### config.mk
export PLATFORM = sky130hd
export DESIGN_NAME = ext_bus_ctrl
export DESIGN_NICKNAME = d
export VERILOG_FILES = /design/src/core/ext_bus_pkg.sv /design/src/core/key_store.sv /design/src/core/ext_bus_ctrl.sv
export VERILOG_INCLUDE_DIRS = /design/src /design/src/core
export SDC_FILE = /design/constraint.sdc
export NUM_CORES = 1
export LEC_CHECK = 0
export BUFFER_PORTS_ARGS = -buffer_cell sky130_fd_sc_hd__buf_2
export CAP_MARGIN = 20
export CELL_PAD_IN_SITES_DETAIL_PLACEMENT = 1
export CELL_PAD_IN_SITES_GLOBAL_PLACEMENT = 1
export CORE_MARGIN = 10
export CORE_UTILIZATION = 41
export CTS_CLUSTER_SIZE = 40
export DETAILED_ROUTE_END_ITERATION = 12
export PLACE_DENSITY_LB_ADDON = 0.3
export SYNTH_ARGS = -nofsm -noshare
export SYNTH_HDL_FRONTEND = slang
export SYNTH_HIERARCHICAL = 1
export SYNTH_SLANG_ARGS = --single-unit
### constraint.sdc
create_clock -name sys_clk -period 1.8 [get_ports sys_clk]
set_input_delay 0.09 -clock sys_clk [delete_from_list [all_inputs] [get_ports sys_clk]]
set_output_delay 0.09 -clock sys_clk [all_outputs]
set_load 0.02 [all_outputs]
### src/core/ext_bus_cfg.svh
// Purpose: constants for the external bus mode, ready and lock block
// Assumes: 40 MHz sys_clk, one state time per bus phase step
// Notes:   offsets, field positions and counts as macros
`ifndef EXT_BUS_CFG_SVH
`define EXT_BUS_CFG_SVH
`define CFG_BYTE_ADDR    16'h2018
`define CFG_WIDTH_BIT    1
`define CFG_WRSTB_BIT    2
`define CFG_ADV_BIT      3
`define CFG_WAIT_LO_BIT  4
`define CFG_WAIT_HI_BIT  5
`define CFG_LOCK_LO_BIT  6
`define CFG_LOCK_HI_BIT  7
`define CFG_RESET_VAL    8'hff
`define RD_PROT_BASE     16'h2020
`define WR_PROT_BASE     16'h2000
`define PROT_TOP_SMALL   16'h3fff
`define PROT_TOP_LARGE   16'h5fff
`define SPC_LIMIT_SMALL  16'h3ffa
`define SPC_LIMIT_LARGE  16'h5ffa
`define KEY_EXT_BASE     16'h4020
`define KEY_INT_BASE     16'h2020
`define KEY_LEN          5'h10
`define WAIT_UNCAPPED    2'h3
`endif

### src/core/ext_bus_pkg.sv
// Purpose: types for the external bus mode, ready and lock block
// Assumes: constants live in ext_bus_cfg.svh
// Notes:   request and strobe groups travel as packed structs
package ext_bus_pkg;
   typedef struct packed {
      logic        write;
      logic        word;
      logic        fetch;
      logic [15:0] addr;
      logic [15:0] wdata;
   } bus_req_t;

   typedef struct packed {
      logic ale;
      logic address_valid_n;
      logic wr_n;
      logic rd_n;
      logic upper_lane_enable_n;
      logic low_lane_store_n;
      logic high_lane_store_n;
   } strobes_t;
endpackage : ext_bus_pkg

### src/core/key_store.sv
// Purpose: small register memory holding the sixteen byte internal key
// Assumes: written by the loader, read one byte per cycle
// Notes:   read data comes from a register
`timescale 1ns/10ps
`default_nettype none
module key_store (
   input  wire logic       sys_clk,
   input  wire logic       wr_en,
   input  wire logic [3:0] wr_idx,
   input  wire logic [7:0] wr_data,
   input  wire logic [3:0] rd_idx,
   output var  logic [7:0] rd_data_q
);
   logic [7:0] mem_q [16];

   // storage, no reset needed for the key array
   always_ff @(posedge sys_clk) begin
      if (wr_en) begin
         mem_q[wr_idx] <= wr_data;
      end
      rd_data_q <= mem_q[rd_idx];
   end
endmodule : key_store
`default_nettype wire

### src/core/ext_bus_ctrl.sv
// Purpose: external bus width, strobe mode, wait cap and program lock
// Assumes: cpu issues one request at a time; config byte given at reset
// Notes:   one phase per sys_clk stands for one state time
//
// Summary of operation
// - config width bit or width pin low gives 16-bit address, 8-bit data
// - both width bit and pin high gives 16-bit data path
// - internal accesses always run at full 16-bit width
// - 16-bit cycles multiplex address and data on both lanes, latch strobe
// - 8-bit cycles multiplex low lane only; upper lane holds address high
// - width pin sampled every external cycle when width bit latched one
// - 8-bit bus word write adds two states, word read adds one
// - 8-bit bus empty-queue fetch adds one state per extra byte
// - standard mode drives write strobe and upper lane enable, latch strobe
// - low strobe for even bytes and words, high for odd bytes and words
// - split mode uses low strobe for every 8-bit bus write
// - bit 3 zero gives active-low address valid strobe to cycle end
// - both bits zero give address valid and split strobes together
// - ready low inserts waits until ready rises or cap reached
// - wait cap code 00=1, 01=2, 10=3, 11=no cap
// - lock code 00 read+write, 01 read, 10 write, 11 none
// - read protect from 2020h, write protect from 2000h, to memory top
// - protected reads only from internal code or keyed test mode; protected writes always blocked
// - lock check uses slave pc; code above limit address is refused
// - refused protected read still runs, returns indeterminate data
// - test read of protected memory needs external key match
// - config register loaded at reset and then held
// - ready low freezes bus lines; resume after ready rises
`timescale 1ns/10ps
`default_nettype none
`include "ext_bus_cfg.svh"
module ext_bus_ctrl (
   input  wire logic                  sys_clk,
   input  wire logic                  sys_rst,
   input  wire logic [7:0]            boot_config_byte,
   input  wire logic                  large_variant,
   input  wire ext_bus_pkg::bus_req_t req,
   input  wire logic                  req_valid,
   input  wire logic                  req_internal,
   input  wire logic                  queue_empty,
   input  wire logic [1:0]            opcode_len,
   input  wire logic [15:0]           slave_pc,
   input  wire logic                  exec_internal,
   input  wire logic                  test_mode,
   input  wire logic                  key_wr,
   input  wire logic [3:0]            key_wr_idx,
   input  wire logic [7:0]            key_wr_data,
   input  wire logic                  width_select_pin,
   input  wire logic                  ready_pin,
   input  wire logic [15:0]           port_in,
   output logic [15:0]                port_out,
   output logic [15:0]                port_oe,
   output ext_bus_pkg::strobes_t      strobes,
   output logic                       opcode_fetch_flag,
   output logic                       bus_clock_out,
   output logic                       busy,
   output logic                       done,
   output logic [15:0]                rdata,
   output logic                       refused,
   output logic [2:0]                 stretch_states,
   output logic                       key_ok,
   output logic [7:0]                 boot_config_reg
);
   typedef enum logic [2:0] {IDLE, ADDR, STROBE, WAITS, FINISH, KEYCHK} phase_t;

   phase_t                phase_q;
   ext_bus_pkg::bus_req_t cur_q;
   logic                  wide_q, prot_q, int_q, key_run_q, key_bad_q, key_act_q;
   logic [1:0]            wait_cnt_q;
   logic [4:0]            key_idx_q;
   logic [2:0]            rdy_sync_q;
   logic                  rdy_q;
   logic [7:0]            key_byte;

   // one decode used for both read and write region checks
   function automatic logic in_range(input logic [15:0] a, input logic [15:0] lo,
                                     input logic [15:0] hi);
      in_range = (a >= lo) && (a <= hi);
   endfunction : in_range

   // ready pin passes three flops; change accepted when 2nd and 3rd agree
   always_ff @(posedge sys_clk) begin
      rdy_sync_q <= {rdy_sync_q[1:0], ready_pin};
      if (rdy_sync_q[1] == rdy_sync_q[2]) begin
         rdy_q <= rdy_sync_q[2];
      end
   end

   // configuration held from reset on
   always_ff @(posedge sys_clk) begin
      if (sys_rst) begin
         boot_config_reg <= boot_config_byte;
      end
   end

   wire        cfg_wide  = boot_config_reg[`CFG_WIDTH_BIT];
   wire        wrstb_on  = ~boot_config_reg[`CFG_WRSTB_BIT];
   wire        adv_on    = ~boot_config_reg[`CFG_ADV_BIT];
   wire [1:0]  wait_code = boot_config_reg[`CFG_WAIT_HI_BIT:`CFG_WAIT_LO_BIT];
   wire [1:0]  lock_code = boot_config_reg[`CFG_LOCK_HI_BIT:`CFG_LOCK_LO_BIT];
   // width from latched bit and-combined with the pin each cycle
   wire        wide_now  = cfg_wide & width_select_pin;
   // lock field decode
   wire        rd_lock   = ~lock_code[1];
   wire        wr_lock   = ~lock_code[0];
   wire [15:0] mem_top   = large_variant ? `PROT_TOP_LARGE : `PROT_TOP_SMALL;
   wire [15:0] spc_lim   = large_variant ? `SPC_LIMIT_LARGE : `SPC_LIMIT_SMALL;
   wire        rd_area   = in_range(req.addr, `RD_PROT_BASE, mem_top);
   wire        wr_area   = in_range(req.addr, `WR_PROT_BASE, mem_top);
   // reads allowed from internal code at or below the slave pc limit, or in test mode with key_ok
   wire        rd_ok     = (exec_internal && slave_pc <= spc_lim) ||
                           (test_mode && key_ok);
   wire        deny      = req.write ? (wr_lock & wr_area)
                                     : (rd_lock & rd_area & ~rd_ok);
   // wait cap reached: code 00 gives 1, 01 gives 2, 10 gives 3
   // counted only inside waits, so code 00 still yields one wait state
   wire        cap_hit   = (phase_q == WAITS) && (wait_code != `WAIT_UNCAPPED) &&
                           (wait_cnt_q == wait_code);
   wire        go_on     = rdy_q | cap_hit;
   wire        byte_lane = ~wide_q;
   // stretch count on narrow bus
   wire [2:0]  len_m1    = (opcode_len == 2'h0) ? 3'h0 : {1'b0, opcode_len} - 3'h1;
   wire [2:0]  stretch_d = (~wide_now && req.word) ?
                           (req.fetch ? (queue_empty ? len_m1 : 3'h0)
                                      : (req.write ? 3'h2 : 3'h1))
                           : 3'h0;
   wire        key_done  = key_idx_q == `KEY_LEN;
   wire        key_match = port_in[7:0] == key_byte;

   key_store u_key (
      .sys_clk   (sys_clk),
      .wr_en     (key_wr),
      .wr_idx    (key_wr_idx),
      .wr_data   (key_wr_data),
      .rd_idx    (key_idx_q[3:0]),
      .rd_data_q (key_byte)
   );

   // bus phase sequencer
   always_ff @(posedge sys_clk) begin
      if (sys_rst) begin
         phase_q    <= IDLE;
         wait_cnt_q <= 2'h0;
         wide_q     <= 1'b0;
         prot_q     <= 1'b0;
         int_q      <= 1'b0;
         cur_q      <= '0;
         key_idx_q  <= 5'h00;
         key_run_q  <= 1'b0;
         key_bad_q  <= 1'b0;
         key_act_q  <= 1'b0;
         key_ok     <= 1'b0;
      end else begin
         unique case (phase_q)
            IDLE: begin
               if (test_mode && !key_ok && !key_run_q) begin
                  phase_q   <= ADDR;
                  key_act_q <= 1'b1;
                  prot_q    <= 1'b0;
                  int_q     <= 1'b0;
                  key_run_q <= 1'b1;
                  key_idx_q <= 5'h00;
                  key_bad_q <= 1'b0;
                  cur_q     <= '0;
                  cur_q.addr <= `KEY_EXT_BASE;
                  wide_q    <= 1'b0;
               end else if (req_valid) begin
                  cur_q  <= req;
                  wide_q <= req_internal | wide_now;
                  prot_q <= deny;
                  int_q  <= req_internal;
                  phase_q <= req_internal ? FINISH : ADDR;
               end
            end
            ADDR:   phase_q <= STROBE;
            STROBE: begin
               wait_cnt_q <= 2'h0;
               phase_q    <= go_on ? FINISH : WAITS;
            end
            WAITS: begin
               wait_cnt_q <= wait_cnt_q + 2'h1;
               if (go_on) begin
                  phase_q <= FINISH;
               end
            end
            FINISH: begin
               // key byte is on the bus while the read strobe is still low
               if (key_act_q) begin
                  if (!key_match) begin
                     key_bad_q <= 1'b1;
                  end
                  key_idx_q <= key_idx_q + 5'h01;
                  phase_q   <= KEYCHK;
               end else begin
                  phase_q <= IDLE;
               end
            end
            KEYCHK: begin
               // one full narrow read cycle per external key byte
               if (key_done) begin
                  key_ok    <= ~key_bad_q;
                  key_act_q <= 1'b0;
                  phase_q   <= IDLE;
               end else begin
                  cur_q.addr <= `KEY_EXT_BASE + {11'h000, key_idx_q};
                  phase_q    <= ADDR;
               end
            end
            default: phase_q <= IDLE;
         endcase
         if (!test_mode) begin
            key_run_q <= 1'b0;
         end
      end
   end

   // address phase drives address; strobe phase drives write data
   wire        addr_ph  = (phase_q == ADDR);
   wire        data_ph  = (phase_q == STROBE) || (phase_q == WAITS);
   wire        ext_cyc  = (addr_ph || data_ph) && !int_q;
   wire        wr_cyc   = data_ph && cur_q.write && !prot_q && !int_q;
   wire        rd_cyc   = data_ph && !cur_q.write && !int_q;
   wire        odd      = cur_q.addr[0];
   wire [15:0] out_d    = addr_ph ? cur_q.addr
                        : (byte_lane ? {cur_q.addr[15:8], cur_q.wdata[7:0]}
                                     : cur_q.wdata);
   wire [15:0] oe_d     = addr_ph ? 16'hffff
                        : (wr_cyc ? 16'hffff
                                  : (byte_lane && data_ph ? 16'hff00 : 16'h0000));
   wire        split    = wrstb_on;
   wire        lo_st    = wr_cyc && (byte_lane || cur_q.word || !odd);
   wire        hi_st    = wr_cyc && !byte_lane && (cur_q.word || odd);
   wire        upper_en = ext_cyc && !byte_lane && (cur_q.word || odd);

   // strobe and port registers; outputs come straight from flops
   always_ff @(posedge sys_clk) begin
      if (sys_rst) begin
         port_out          <= 16'h0000;
         port_oe           <= 16'h0000;
         strobes           <= 7'h7f;
         strobes.ale       <= 1'b0;
         opcode_fetch_flag <= 1'b0;
         bus_clock_out     <= 1'b0;
      end else begin
         port_out <= out_d;
         port_oe  <= oe_d;
         strobes.ale             <= ~adv_on & addr_ph;
         strobes.address_valid_n <= ~(adv_on & ext_cyc);
         strobes.wr_n            <= ~(~split & wr_cyc);
         strobes.upper_lane_enable_n <= ~(~split & upper_en);
         strobes.low_lane_store_n  <= ~(split & lo_st);
         strobes.high_lane_store_n <= ~(split & hi_st);
         strobes.rd_n            <= ~(rd_cyc & ~addr_ph);
         opcode_fetch_flag <= ext_cyc & cur_q.fetch & ~cur_q.write;
         bus_clock_out     <= ~bus_clock_out;
      end
   end

   // answer to the cpu; denied read returns junk from the bus
   always_ff @(posedge sys_clk) begin
      if (sys_rst) begin
         busy           <= 1'b0;
         done           <= 1'b0;
         rdata          <= 16'h0000;
         refused        <= 1'b0;
         stretch_states <= 3'h0;
      end else begin
         busy <= (phase_q != IDLE) || req_valid;
         done <= (phase_q == FINISH);
         if (phase_q == IDLE && req_valid) begin
            stretch_states <= stretch_d;
         end
         if (phase_q == FINISH) begin
            refused <= prot_q;
            // narrow cycle carries one byte; upper lane held address, not data
            rdata   <= prot_q ? ~port_in
                              : (byte_lane ? {8'h00, port_in[7:0]} : port_in);
         end
      end
   end

   chk_wait_cap: assert property (@(posedge sys_clk) disable iff (sys_rst)
      (phase_q == WAITS && wait_code != `WAIT_UNCAPPED) |-> wait_cnt_q <= wait_code)
      else $error("wait count passed its cap");
   chk_cfg_hold: assert property (@(posedge sys_clk) disable iff (sys_rst)
      $stable(boot_config_reg)) else $error("config changed outside reset");
   chk_prot_write: assert property (@(posedge sys_clk) disable iff (sys_rst)
      (phase_q == STROBE && prot_q && cur_q.write) |=> strobes.wr_n && strobes.low_lane_store_n)
      else $error("protected write was strobed");
   chk_freeze_ready: assert property (@(posedge sys_clk) disable iff (sys_rst)
      (phase_q == WAITS && !go_on) |=> phase_q == WAITS && $stable(cur_q.addr))
      else $error("bus moved while not ready");
   chk_narrow_upper: assert property (@(posedge sys_clk) disable iff (sys_rst)
      (data_ph && byte_lane && !int_q) |=> port_oe[15:8] == 8'hff && port_out[15:8] == cur_q.addr[15:8])
      else $error("upper lane lost address in narrow cycle");
   chk_adv_mode: assert property (@(posedge sys_clk) disable iff (sys_rst)
      !adv_on |=> strobes.address_valid_n) else $error("address valid in latch mode");
   chk_split_off: assert property (@(posedge sys_clk) disable iff (sys_rst)
      !wrstb_on |=> strobes.low_lane_store_n && strobes.high_lane_store_n)
      else $error("split strobe outside split mode");
   chk_key_ok: assert property (@(posedge sys_clk) disable iff (sys_rst)
      $rose(key_ok) |-> $past(phase_q) == KEYCHK && !$past(key_bad_q))
      else $error("key accepted without full match");
endmodule : ext_bus_ctrl
`default_nettype wire

==> results of run 1 <==
[critical path, stage by stage (launching register included)]
cell,delay [ns]
dfxtp_4,0.41
inv_1,0.07
ha_1,0.19
nor4bb_4,0.16
buf_4,0.15
nand2_4,0.10
a21boi_4,0.21
buf_6,0.16
nand3_1,0.08
a21oi_1,0.15
[layout make-up]
| cell class | count | area [um2] | share of cell area |
|---|---|---|---|
| Tap cell | 319 | 399 | 0.0308 |
| Multi-Input combinational cell | 407 | 3230 | 0.249 |
| Clock inverter | 15 | 154 | 0.0119 |
| Sequential cell | 249 | 6360 | 0.490 |
| Inverter | 6 | 22.5 | 0.00174 |
| Antenna cell | 1 | 2.50 | 0.000193 |
| Clock buffer | 34 | 722 | 0.0556 |
| Timing Repair Buffer | 300 | 2090 | 0.161 |
[Yosys cell counts, types with 6 or more instances]
master / number / area share
nor4_1: 7 / 0.0044
edfxtp_1: 137 / 0.42
clkbuf_1: 14 / 0.0053
nand2b_1: 6 / 0.0038
mux2i_1: 26 / 0.026
ha_1: 6 / 0.0076
xnor2_1: 9 / 0.0080
nor2_1: 96 / 0.037
inv_1: 6 / 0.0023
buf_2: 15 / 0.0076
a22oi_1: 38 / 0.029
dfxtp_1: 112 / 0.23
a211oi_1: 16 / 0.012
buf_4: 15 / 0.011
a21oi_1: 21 / 0.011
xor2_1: 11 / 0.0098
nand3b_1: 6 / 0.0046
nor3_1: 13 / 0.0066
nand2_1: 30 / 0.011
mux4_1: 14 / 0.037
mux4_2: 18 / 0.041
nand3_1: 15 / 0.0076
[worst max-delay path by stage]
stage / to / start
after floorplan: cur_q[20] / key_idx_q[1]
after global placement: u_key/rd_data_q[4] / key_idx_q[0]
final: cur_q[29] / key_idx_q[0]
after global routing: cur_q[29] / key_idx_q[0]
after CTS: cur_q[29] / key_idx_q[0]
after detailed placement: cur_q[29] / key_idx_q[0]
[repair_timing]
action / 4_1_cts / 5_1_grt
hold endpoints to repair: 199 / 0
buffers inserted: 2 / 1
gates cloned: 0 / 1
hold buffers: 75 / 0
endpoints found under the setup margin: 13 / 24
gates resized for setup: 1 / 17
[cell families after synthesis]
family          Yosys count  share of synthesized area
compound gates          109                     0.0804
xor+xnor                 20                     0.0178
fa+ha+maj                 6                    0.00761
buf+inv                  60                     0.0362
flops                   249                      0.645
mux                      59                      0.106
simple gates            213                      0.107
[metal layers]
layer,vias up,GRT usage,part of all wire
met1,3515,0.212,0.41
met4,0,0.0427,0.020
met3,34,0.0287,0.037
li1,3257,-,-
met5,-,0,0
met2,163,0.338,0.54
[metrics by stage]
stage | area [um2] | utilization | setup slack (ns) | cells | power [W]
after global routing | 13000 | 0.551 | -0.0160 | 1331 | 0.0150
after detailed placement | 11200 | 0.477 | -0.00595 | 1202 | 0.00875
after floorplan | 9860 | - | 0.143 | 716 | 0.00799
after CTS | 12900 | 0.547 | 0.0100 | 1328 | 0.0144
final | 13000 | 0.551 | 0.0643 | 1331 | 0.0144
after global placement | 11200 | 0.477 | 0.0493 | 1202 | 0.00871
[report_power, final]
group,total (W),internal [W],switching (W)
logic,0.00234,0.000979,0.00136
clock network,0.00547,0.00326,0.00221
registers,0.00656,0.00634,0.000227
total,0.0144,0.0106,0.00380
==> key figures, run 1 <==
Global routing
  – Antenna violations before repair: 1
  – Vias in the first global route: 7489
  – Pin count of the biggest net entering global routing: 49
  – First-pass GRT wire length: between 40000 and 50000 um
  – GRT Util Overall: 0.181
  – Total grt overflow: 0

Timing
  – Max-slew violations: 0
  – Fmax: 0.576 GHz
  – Setup_tns: 0 ns
  – Clock Skews: between 0.01 and 0.015 ns
  – Final worst path period share: 0.964
  – Final setup violating endpoints: 0
  – Fin crit period: approximately 1.7 ns
  – Least-Margin Pin Slew: a little over 0.7 ns
  – RSZ-0062 raised after global routing: true
  – Hold WS: approximately 0.032 ns
  – Hold Fails Final Rpt: 0
  – Slew headroom: 0.510

Synth
  – Sequential area share after synthesis: 0.645
  – Cell count after synthesis: ~720
  – Mapped Avg Cell Area: around 14 um2
  – Number of distinct library cells after synthesis: 64
  – Synth Cell Area: 9860 um2
  – Asr flop ratio synth: 0
  – Syn Nets: between 800 and 900
  – Post-synth top flop: edfxtp_1
  – EDFF count, synth: 137
  – Yosys warning count: 6
  – Flop and latch count out of synthesis: ~250

Routing
  – Drt first-iter violations: 389
  – Final wirelength: roughly 29000 um
  – Via density per instance: between 5 and 6
  – Post-route ant nets: 0
  – DRC: 0
  – DR pass1 iterations: 6
  – Vias: 6969
  – DR WL/cell: 21.6 um

Die
  – Die Wd: approximately 180 um
  – DIE AREA: between 30000 and 40000 um2
  – Initial core utilization: 0.419
  – Die Y: 175 um
  – Row cnt: 56
  – Boundary Pins: between 150 and 200
  – Core Region: approximately 24000 um2

Layout
  – Max reg flops: 128
  – Top Registers: u_key/mem_q x128, cur_q x35
  – Biggest register: u_key/mem_q
  – Fillers: roughly 2400
  – Layout area overhead: 31.6%
  – NumNets Final: ~1100
  – Commonest cells after routing, fill and taps aside: 170 x buf_2, 137 x edfxtp_1, 111 x dfxtp_1
  – Commonest non-fill, non-tap cell in the layout: buf_2
  – Share of layout cells above drive strength 1: 0.309

Clocking
  – Max clock buf depth: 3
  – Clk_lat worst skew: about 0.54 ns
  – TritonCTS clock tree: yes
  – Root buf cell: clkbuf_16
  – CTS sink count: roughly 250
  – Clock slew at reported path FFs: approximately 0.060 ns
  – H-tree depth: 1
  – CTS buffer count: 27

Placement
  – Gpl congestion: about 0.8
  – Detailed placer's ending HPWL: between 15000 and 20000 um
  – I/O Buffers: roughly 170

Min path
  – Hold depth: 4
  – Worst Hold End: prot_q
  – Source of the worst hold timing path: exec_internal
  – Worst Hold Class: in -> reg

Critical path
  – Arrival time at the worst endpoint: 2.20 ns
  – Worst Setup End Kind: flip-flop
  – Critical path required time: ~2.3 ns
  – Reg-to-reg slack, setup: approximately 0.064 ns
  – Worst setup SP type: flip-flop
  – FF-to-FF path depth: 9
  – Worst reg2reg path startpoint: key_idx_q[0]
  – Worst reg2reg path endpoint: cur_q[29]
  – Crit Path Max Fanout: 10
  – Crit path kind: reg -> reg

Pwr
  – Maximum vdd drop: 0.000889 V
  – Pleak: a little over 5 nW
  – Pwr per Cell Area: 1110 nW/um2

Run
  – Max_cap viols: 0

Status
  – Run status: finished, final reports clean
No activity file was read; power rests on OpenSTA's default activity.
==> run 2, diff against run 1 <==
--- a/config.mk
+++ b/config.mk
@@ -10,11 +10,11 @@
 export CAP_MARGIN = 20
 export CELL_PAD_IN_SITES_DETAIL_PLACEMENT = 1
 export CELL_PAD_IN_SITES_GLOBAL_PLACEMENT = 1
-export CORE_MARGIN = 10
 export CORE_UTILIZATION = 41
 export CTS_CLUSTER_SIZE = 40
 export DETAILED_ROUTE_END_ITERATION = 12
 export PLACE_DENSITY_LB_ADDON = 0.3
+export SETUP_SLACK_MARGIN = 0.1
 export SYNTH_ARGS = -nofsm -noshare
 export SYNTH_HDL_FRONTEND = slang
 export SYNTH_HIERARCHICAL = 1
==> run 2 against run 1 <==
Flip-flop and latch count unchanged. Non-clock buffer count rose by 6. Utilization up 1.0 points. Worst hold slack gained 0.038 ns. Critical path type unchanged.
==> key figures, run 2 (synthesized netlist as in run 1, its figures left out) <==
Pwr
  – Maximum vdd drop: 0.000775 V
  – Register share of total power: 0.448
  – Clock power frac: 0.382
  – Pleak: 5.11 nW
  – Switch share: 0.266
  – Pwr per Cell Area: ~1100 nW/um2
  – NetSw: slightly below 0.004 W
  – Internal power: approximately 0.011 W
  – Comb power frac: 0.170

Critical path
  – Worst path max stage delay: roughly 0.39 ns
  – Worst setup SP type: flip-flop
  – Critical path required time: roughly 2.3 ns
  – Arrival time at the worst endpoint: around 2.2 ns
  – Slowest cell on the critical path: dfxtp_4
  – Worst Setup End Kind: flip-flop
  – Worst reg2reg path startpoint: key_idx_q[0]
  – Crit Path Max Fanout: 5
  – Worst path cell trace: inv_4 > ha_4 > nor4bb_4 > buf_4 > nand2_4 > a21boi_4 > clkbuf_16 > nand3_1 > a21oi_1
  – Crit path kind: reg -> reg
  – CP startpoint: key_idx_q[0]

Global routing
  – Total grt overflow: 0
  – GR Layer Usage met1: 0.268
  – Pin count of the biggest net entering global routing: 38
  – GRT Util Overall: 0.229
  – Vias in the first global route: roughly 7600
  – First-pass GRT wire length: roughly 43000 um
  – Grt met3 use: 0.0330
  – Met2 Track Usage GR: 0.432
  – Busiest grt layer: met2
  – Antenna violations before repair: 2

Timing
  – Hold Fails Final Rpt: 0
  – Clock Skews: between 0.008 and 0.009 ns
  – RSZ-0062 raised after global routing: true
  – Fmax: roughly 0.60 GHz
  – Slew headroom: 0.615
  – Setup_tns: 0 ns
  – Max-slew violations: 0
  – Final worst path period share: 0.932
  – PnR worst setup slack: roughly 0.12 ns
  – Fin crit period: approximately 1.7 ns
  – Least-Margin Pin Slew: between 0.5 and 0.6 ns
  – Final setup violating endpoints: 0

Clocking
  – Root buf cell: clkbuf_16
  – Clk_lat worst skew: roughly 0.54 ns
  – CTS buffer count: 27
  – TritonCTS clock tree: yes
  – H-tree depth: 1
  – Max clock buf depth: 3
  – CTS sink count: between 200 and 250
  – Clock slew at reported path FFs: 0.07 ns

Routing
  – DR WL/cell: roughly 21 um
  – DRC: 0
  – Drt first-iter violations: about 390
  – Vias: 7000
  – DR pass1 iterations: 7
  – Via density per instance: roughly 5.2
  – Post-route ant nets: 0
  – Final wirelength: 28400 um

Die
  – Row cnt: 56
  – Core Region: around 24000 um2
  – Initial core utilization: 0.419
  – Boundary Pins: around 170
  – Die Wd: between 150 and 200 um
  – Die Y: 157 um
  – DIE AREA: about 25000 um2

Layout
  – Top Registers: u_key/mem_q x128, cur_q x35
  – Max reg flops: about 130
  – Commonest non-fill, non-tap cell in the layout: buf_2
  – Biggest register: u_key/mem_q
  – Layout area overhead: 34.1%
  – Share of layout cells above drive strength 1: 0.347
  – NumNets Final: 1103
  – Final core utilization: 0.562
  – Commonest cells after routing, fill and taps aside: 170 x buf_2, 137 x edfxtp_1, 107 x dfxtp_1

Min path
  – Source of the worst hold timing path: key_wr_idx[2]
  – Worst Hold Class: in -> reg

Placement
  – Gpl congestion: 0.795
  – Pre-CTS WS: around 0.023 ns
  – Detailed placer's ending HPWL: roughly 17000 um
  – I/O Buffers: between 150 and 200

Status
  – Run status: finished, final reports clean

Run
  – Max_cap viols: 0
==> run 2: critical path, delay by kind of cell, from the launching register on <==
family,cells,cell delay (ns)
AO/OA/AOI/OAI,2,0.40
adder cells (fa/ha/maj),1,0.14
flip-flops,1,0.39
AND/OR/NAND/NOR,3,0.29
buffers and inverters,3,0.39
==> run 2: cell type report <==
type                    instances  area (um2)
flip-flops and latches        249        6370
repair buffers                306        2160
diodes                          2        5.00
multi-input cells             407        3360
inverters                       6        25.0
well taps                     319         399
clock inverters                13         143
fillers                      2396       10300
clock buffers                  37         754
==> run 2: repair_timing <==
item,CTS,global route
pin swaps,2,26
endpoints found under the setup margin,19,33
gates resized for setup,4,50
setup buffers,2,5
hold buffers,74,1
endpoints found under the hold margin,201,1
gates cloned,1,1
==> run 2: path summary, 6_finish.rpt <==
path                        to  slack (ns)  cells after the start
max reg2reg          cur_q[24]        0.12                      9
max                  cur_q[24]        0.12                      9
min reg2reg      rdy_sync_q[1]        0.34                      0
min          u_key/mem_q[1][0]        0.07                      3
==> run 2: layer usage <==
| layer | wire length (um) | vias to the layer above |
|---|---|---|
| met5 | 0 | - |
| met2 | 15300 | 174 |
| met4 | 566 | 0 |
| met1 | 11300 | 3529 |
| li1 | - | 3260 |
| met3 | 1230 | 37 |
==> run 2: power groups by stage <==
| stage | logic, W | clock network [W] | registers [W] |
|---|---|---|---|
| 6_report | 0.00250 | 0.00560 | 0.00658 |
| 5_1_grt | 0.00269 | 0.00595 | 0.00661 |
| 3_3_place_gp | 0.00204 | 0 | 0.00666 |
| 4_1_cts | 0.00230 | 0.00569 | 0.00656 |
| 2_1_floorplan | 0.00123 | 0 | 0.00676 |
| 3_5_place_dp | 0.00208 | 0 | 0.00668 |
==> run 2: per-stage QoR <==
stage | total power (W) | hold slack, ns | area [um2] | std cells
detailed placement | 0.00876 | 0.202 | 11200 | 1203
CTS | 0.0146 | -0.0461 | 12900 | 1330
global placement | 0.00871 | 0.197 | 11200 | 1203
finish | 0.0147 | 0.0702 | 13200 | 1339
global route | 0.0152 | 0.0971 | 13200 | 1339
floorplan | 0.00799 | 0.118 | 9860 | 716
==> run 3, diff against run 2 <==
--- a/config.mk
+++ b/config.mk
@@ -10,7 +10,7 @@
 export CAP_MARGIN = 20
 export CELL_PAD_IN_SITES_DETAIL_PLACEMENT = 1
 export CELL_PAD_IN_SITES_GLOBAL_PLACEMENT = 1
-export CORE_UTILIZATION = 41
+export CORE_UTILIZATION = 49
 export CTS_CLUSTER_SIZE = 40
 export DETAILED_ROUTE_END_ITERATION = 12
 export PLACE_DENSITY_LB_ADDON = 0.3
==> constraint.sdc (replaced) <==
create_clock -name sys_clk -period 2.1 [get_ports sys_clk]
set_input_delay 0.105 -clock sys_clk [delete_from_list [all_inputs] [get_ports sys_clk]]
set_output_delay 0.105 -clock sys_clk [all_outputs]
set_load 0.02 [all_outputs]
==> run 3 against run 2 <==
Worst hold slack improved by 0.062 ns. Register-to-register slack improved by 0.08 ns. Sequential power fell by 14%. Power fell by 20%. Critical path depth fell by 4. Clock power fell by 24%. Via count rose by 0.11%. Die area fell by 16%. Setup slack improved by 0.083 ns. Largest cell class unchanged. Highest routed layer unchanged. First-iteration DRC count fell by 3.1%. Final area fell by 5.3%.
==> key figures, run 3 (synthesized netlist as in run 1, its figures left out) <==
Layout
  – Fillers: roughly 1900
  – Layout area overhead: 27.0%
  – Commonest cells after routing, fill and taps aside: 170 x buf_2, 137 x edfxtp_1, 111 x dfxtp_1
  – Final core utilization: 0.639
  – Non-Filler Instances: ~1300
  – Top Registers: u_key/mem_q x128, cur_q x35
  – Biggest register: u_key/mem_q
  – NumNets Final: around 1100
  – Max reg flops: 128
  – Area of the multi-input gates: approximately 3200 um2
  – Register area: about 6400 um2
  – Commonest non-fill, non-tap cell in the layout: buf_2
  – Share of layout cells above drive strength 1: 0.282

Routing
  – Drt first-iter violations: 380
  – Via density per instance: ~5.6
  – DR WL/cell: roughly 23 um
  – Post-route ant nets: 0
  – Final wirelength: 28500 um
  – DRC: 0
  – DR pass1 iterations: 7
  – Vias: 7008

Pwr
  – Clock power frac: 0.363
  – Pwr Total: between 0.01 and 0.015 W
  – Internal power: approximately 0.0086 W
  – Maximum vdd drop: between 0.0008 and 0.0009 V
  – Pwr per Cell Area: 940 nW/um2
  – Comb power frac: 0.158
  – Register share of total power: 0.480
  – Pleak: slightly below 5 nW
  – NetSw: about 0.0032 W
  – Switch share: 0.273

Global routing
  – Total grt overflow: 0
  – Vias in the first global route: between 7000 and 8000
  – GRT Util Overall: 0.276
  – Antenna violations before repair: 1
  – First-pass GRT wire length: roughly 42000 um
  – Pin count of the biggest net entering global routing: 44

Die
  – Initial core utilization: 0.503
  – Row cnt: 51
  – Die Y: approximately 140 um
  – DIE AREA: 20700 um2
  – Boundary Pins: approximately 170
  – Die Wd: between 100 and 150 um
  – Core Region: just under 20000 um2

Timing
  – Final setup violating endpoints: 0
  – Max-slew violations: 0
  – Clock Skews: around 0.011 ns
  – Fmax: 0.528 GHz
  – Final worst path period share: 0.902
  – RSZ-0062 raised after global routing: false
  – Hold WS: ~0.13 ns
  – Fin crit period: between 1.5 and 2 ns
  – Setup_tns: 0 ns
  – Hold Fails Final Rpt: 0
  – Least-Margin Pin Slew: 0.811 ns
  – Slew headroom: 0.459

Clocking
  – Postcts setup bufs: 0
  – CTS buffer count: 26
  – Clk_lat worst skew: approximately 0.53 ns
  – Max clock buf depth: 3
  – H-tree depth: 1
  – Clock slew at reported path FFs: about 0.060 ns
  – TritonCTS clock tree: yes
  – Root buf cell: clkbuf_16
  – CTS sink count: ~250

Placement
  – Detailed placer's ending HPWL: 17200 um
  – Gpl congestion: roughly 0.8
  – Placed insts: approximately 1100
  – I/O Buffers: 171

Min path
  – Worst Hold End: prot_q
  – Hold depth: 4
  – Worst Hold Class: in -> reg
  – Source of the worst hold timing path: exec_internal

Critical path
  – FF-to-FF path depth: 5
  – Crit path kind: reg -> reg
  – Critical path required time: 2.54 ns
  – Reg-to-reg slack, setup: approximately 0.20 ns
  – Worst setup SP type: flip-flop
  – Worst reg2reg path endpoint: cur_q[5]
  – Arrival time at the worst endpoint: 2.34 ns
  – Worst reg2reg path startpoint: phase_q[2]
  – Crit Path Max Fanout: 16
  – Worst Setup End Kind: flip-flop

Run
  – Max_cap viols: 0

Status
  – Run status: finished, final reports clean
-- run 3: cell types whose count changed in the layout (fill, tap and decap cells not counted), sizes merged --
cell / previous run / this run
clkbuf: 38 / 36
diode: 2 / 1
clkinvlp: 2 / 0
dlygate4sd3: 75 / 74
buf: 230 / 202
clkinv: 6 / 11
bufinv: 3 / 0
inv: 8 / 7
-- run 3: what timing repair did --
action                                  4_1_cts  5_1_grt
hold buffers                                 74        0
endpoints found under the hold margin       197        0
resized for setup                             0        1
endpoints found under the setup margin        0        7
-- run 3: worst max-delay path by stage --
stage,from,end,slack (ns),cells after the start
floorplan,key_idx_q[1],cur_q[20],0.44,8
global placement,phase_q[2],prot_q,0.35,4
detailed placement,phase_q[1],cur_q[27],0.24,5
CTS,phase_q[2],cur_q[27],0.16,5
global route,phase_q[2],cur_q[5],0.13,5
finish,phase_q[2],cur_q[5],0.20,5
-- run 3: power groups by stage --
stage	combinational [W]	clock [W]	sequential, W
floorplan	0.00105	0	0.00580
global placement	0.00161	0	0.00572
detailed placement	0.00168	0	0.00574
CTS	0.00182	0.00431	0.00563
global route	0.00199	0.00449	0.00567
finish	0.00186	0.00427	0.00564
-- run 3: per-layer routing --
metal	vias up	wire, um	GRT usage
li1	3193	-	-
met1	3504	10700	0.298
met2	239	15400	0.527
met3	72	1280	0.0450
met4	0	1120	0.123
met5	-	0	0
-- run 3: layout make-up --
cell class / instances / share of cell area
diodes: 1 / 0.000200
clock buffers: 36 / 0.0575
clock inverters: 12 / 0.00580
inverters: 6 / 0.00180
multi-input cells: 407 / 0.252
flip-flops and latches: 249 / 0.508
well taps: 265 / 0.0265
repair buffers: 276 / 0.148
-- run 3: per-stage QoR --
stage / setup slack (ns) / area (um2)
after floorplan: 0.443 / 9860
after global placement: 0.354 / 11000
after detailed placement: 0.242 / 11000
after CTS: 0.161 / 12500
after global routing: 0.126 / 12500
final: 0.205 / 12500
-- run 3: critical path, cell delays in order, from the launching register on --
cell	delay [ns]
dfxtp_1	0.44
or4b_4	0.61
nor2_4	0.23
buf_4	0.29
a22oi_1	0.10
nor2_1	0.14
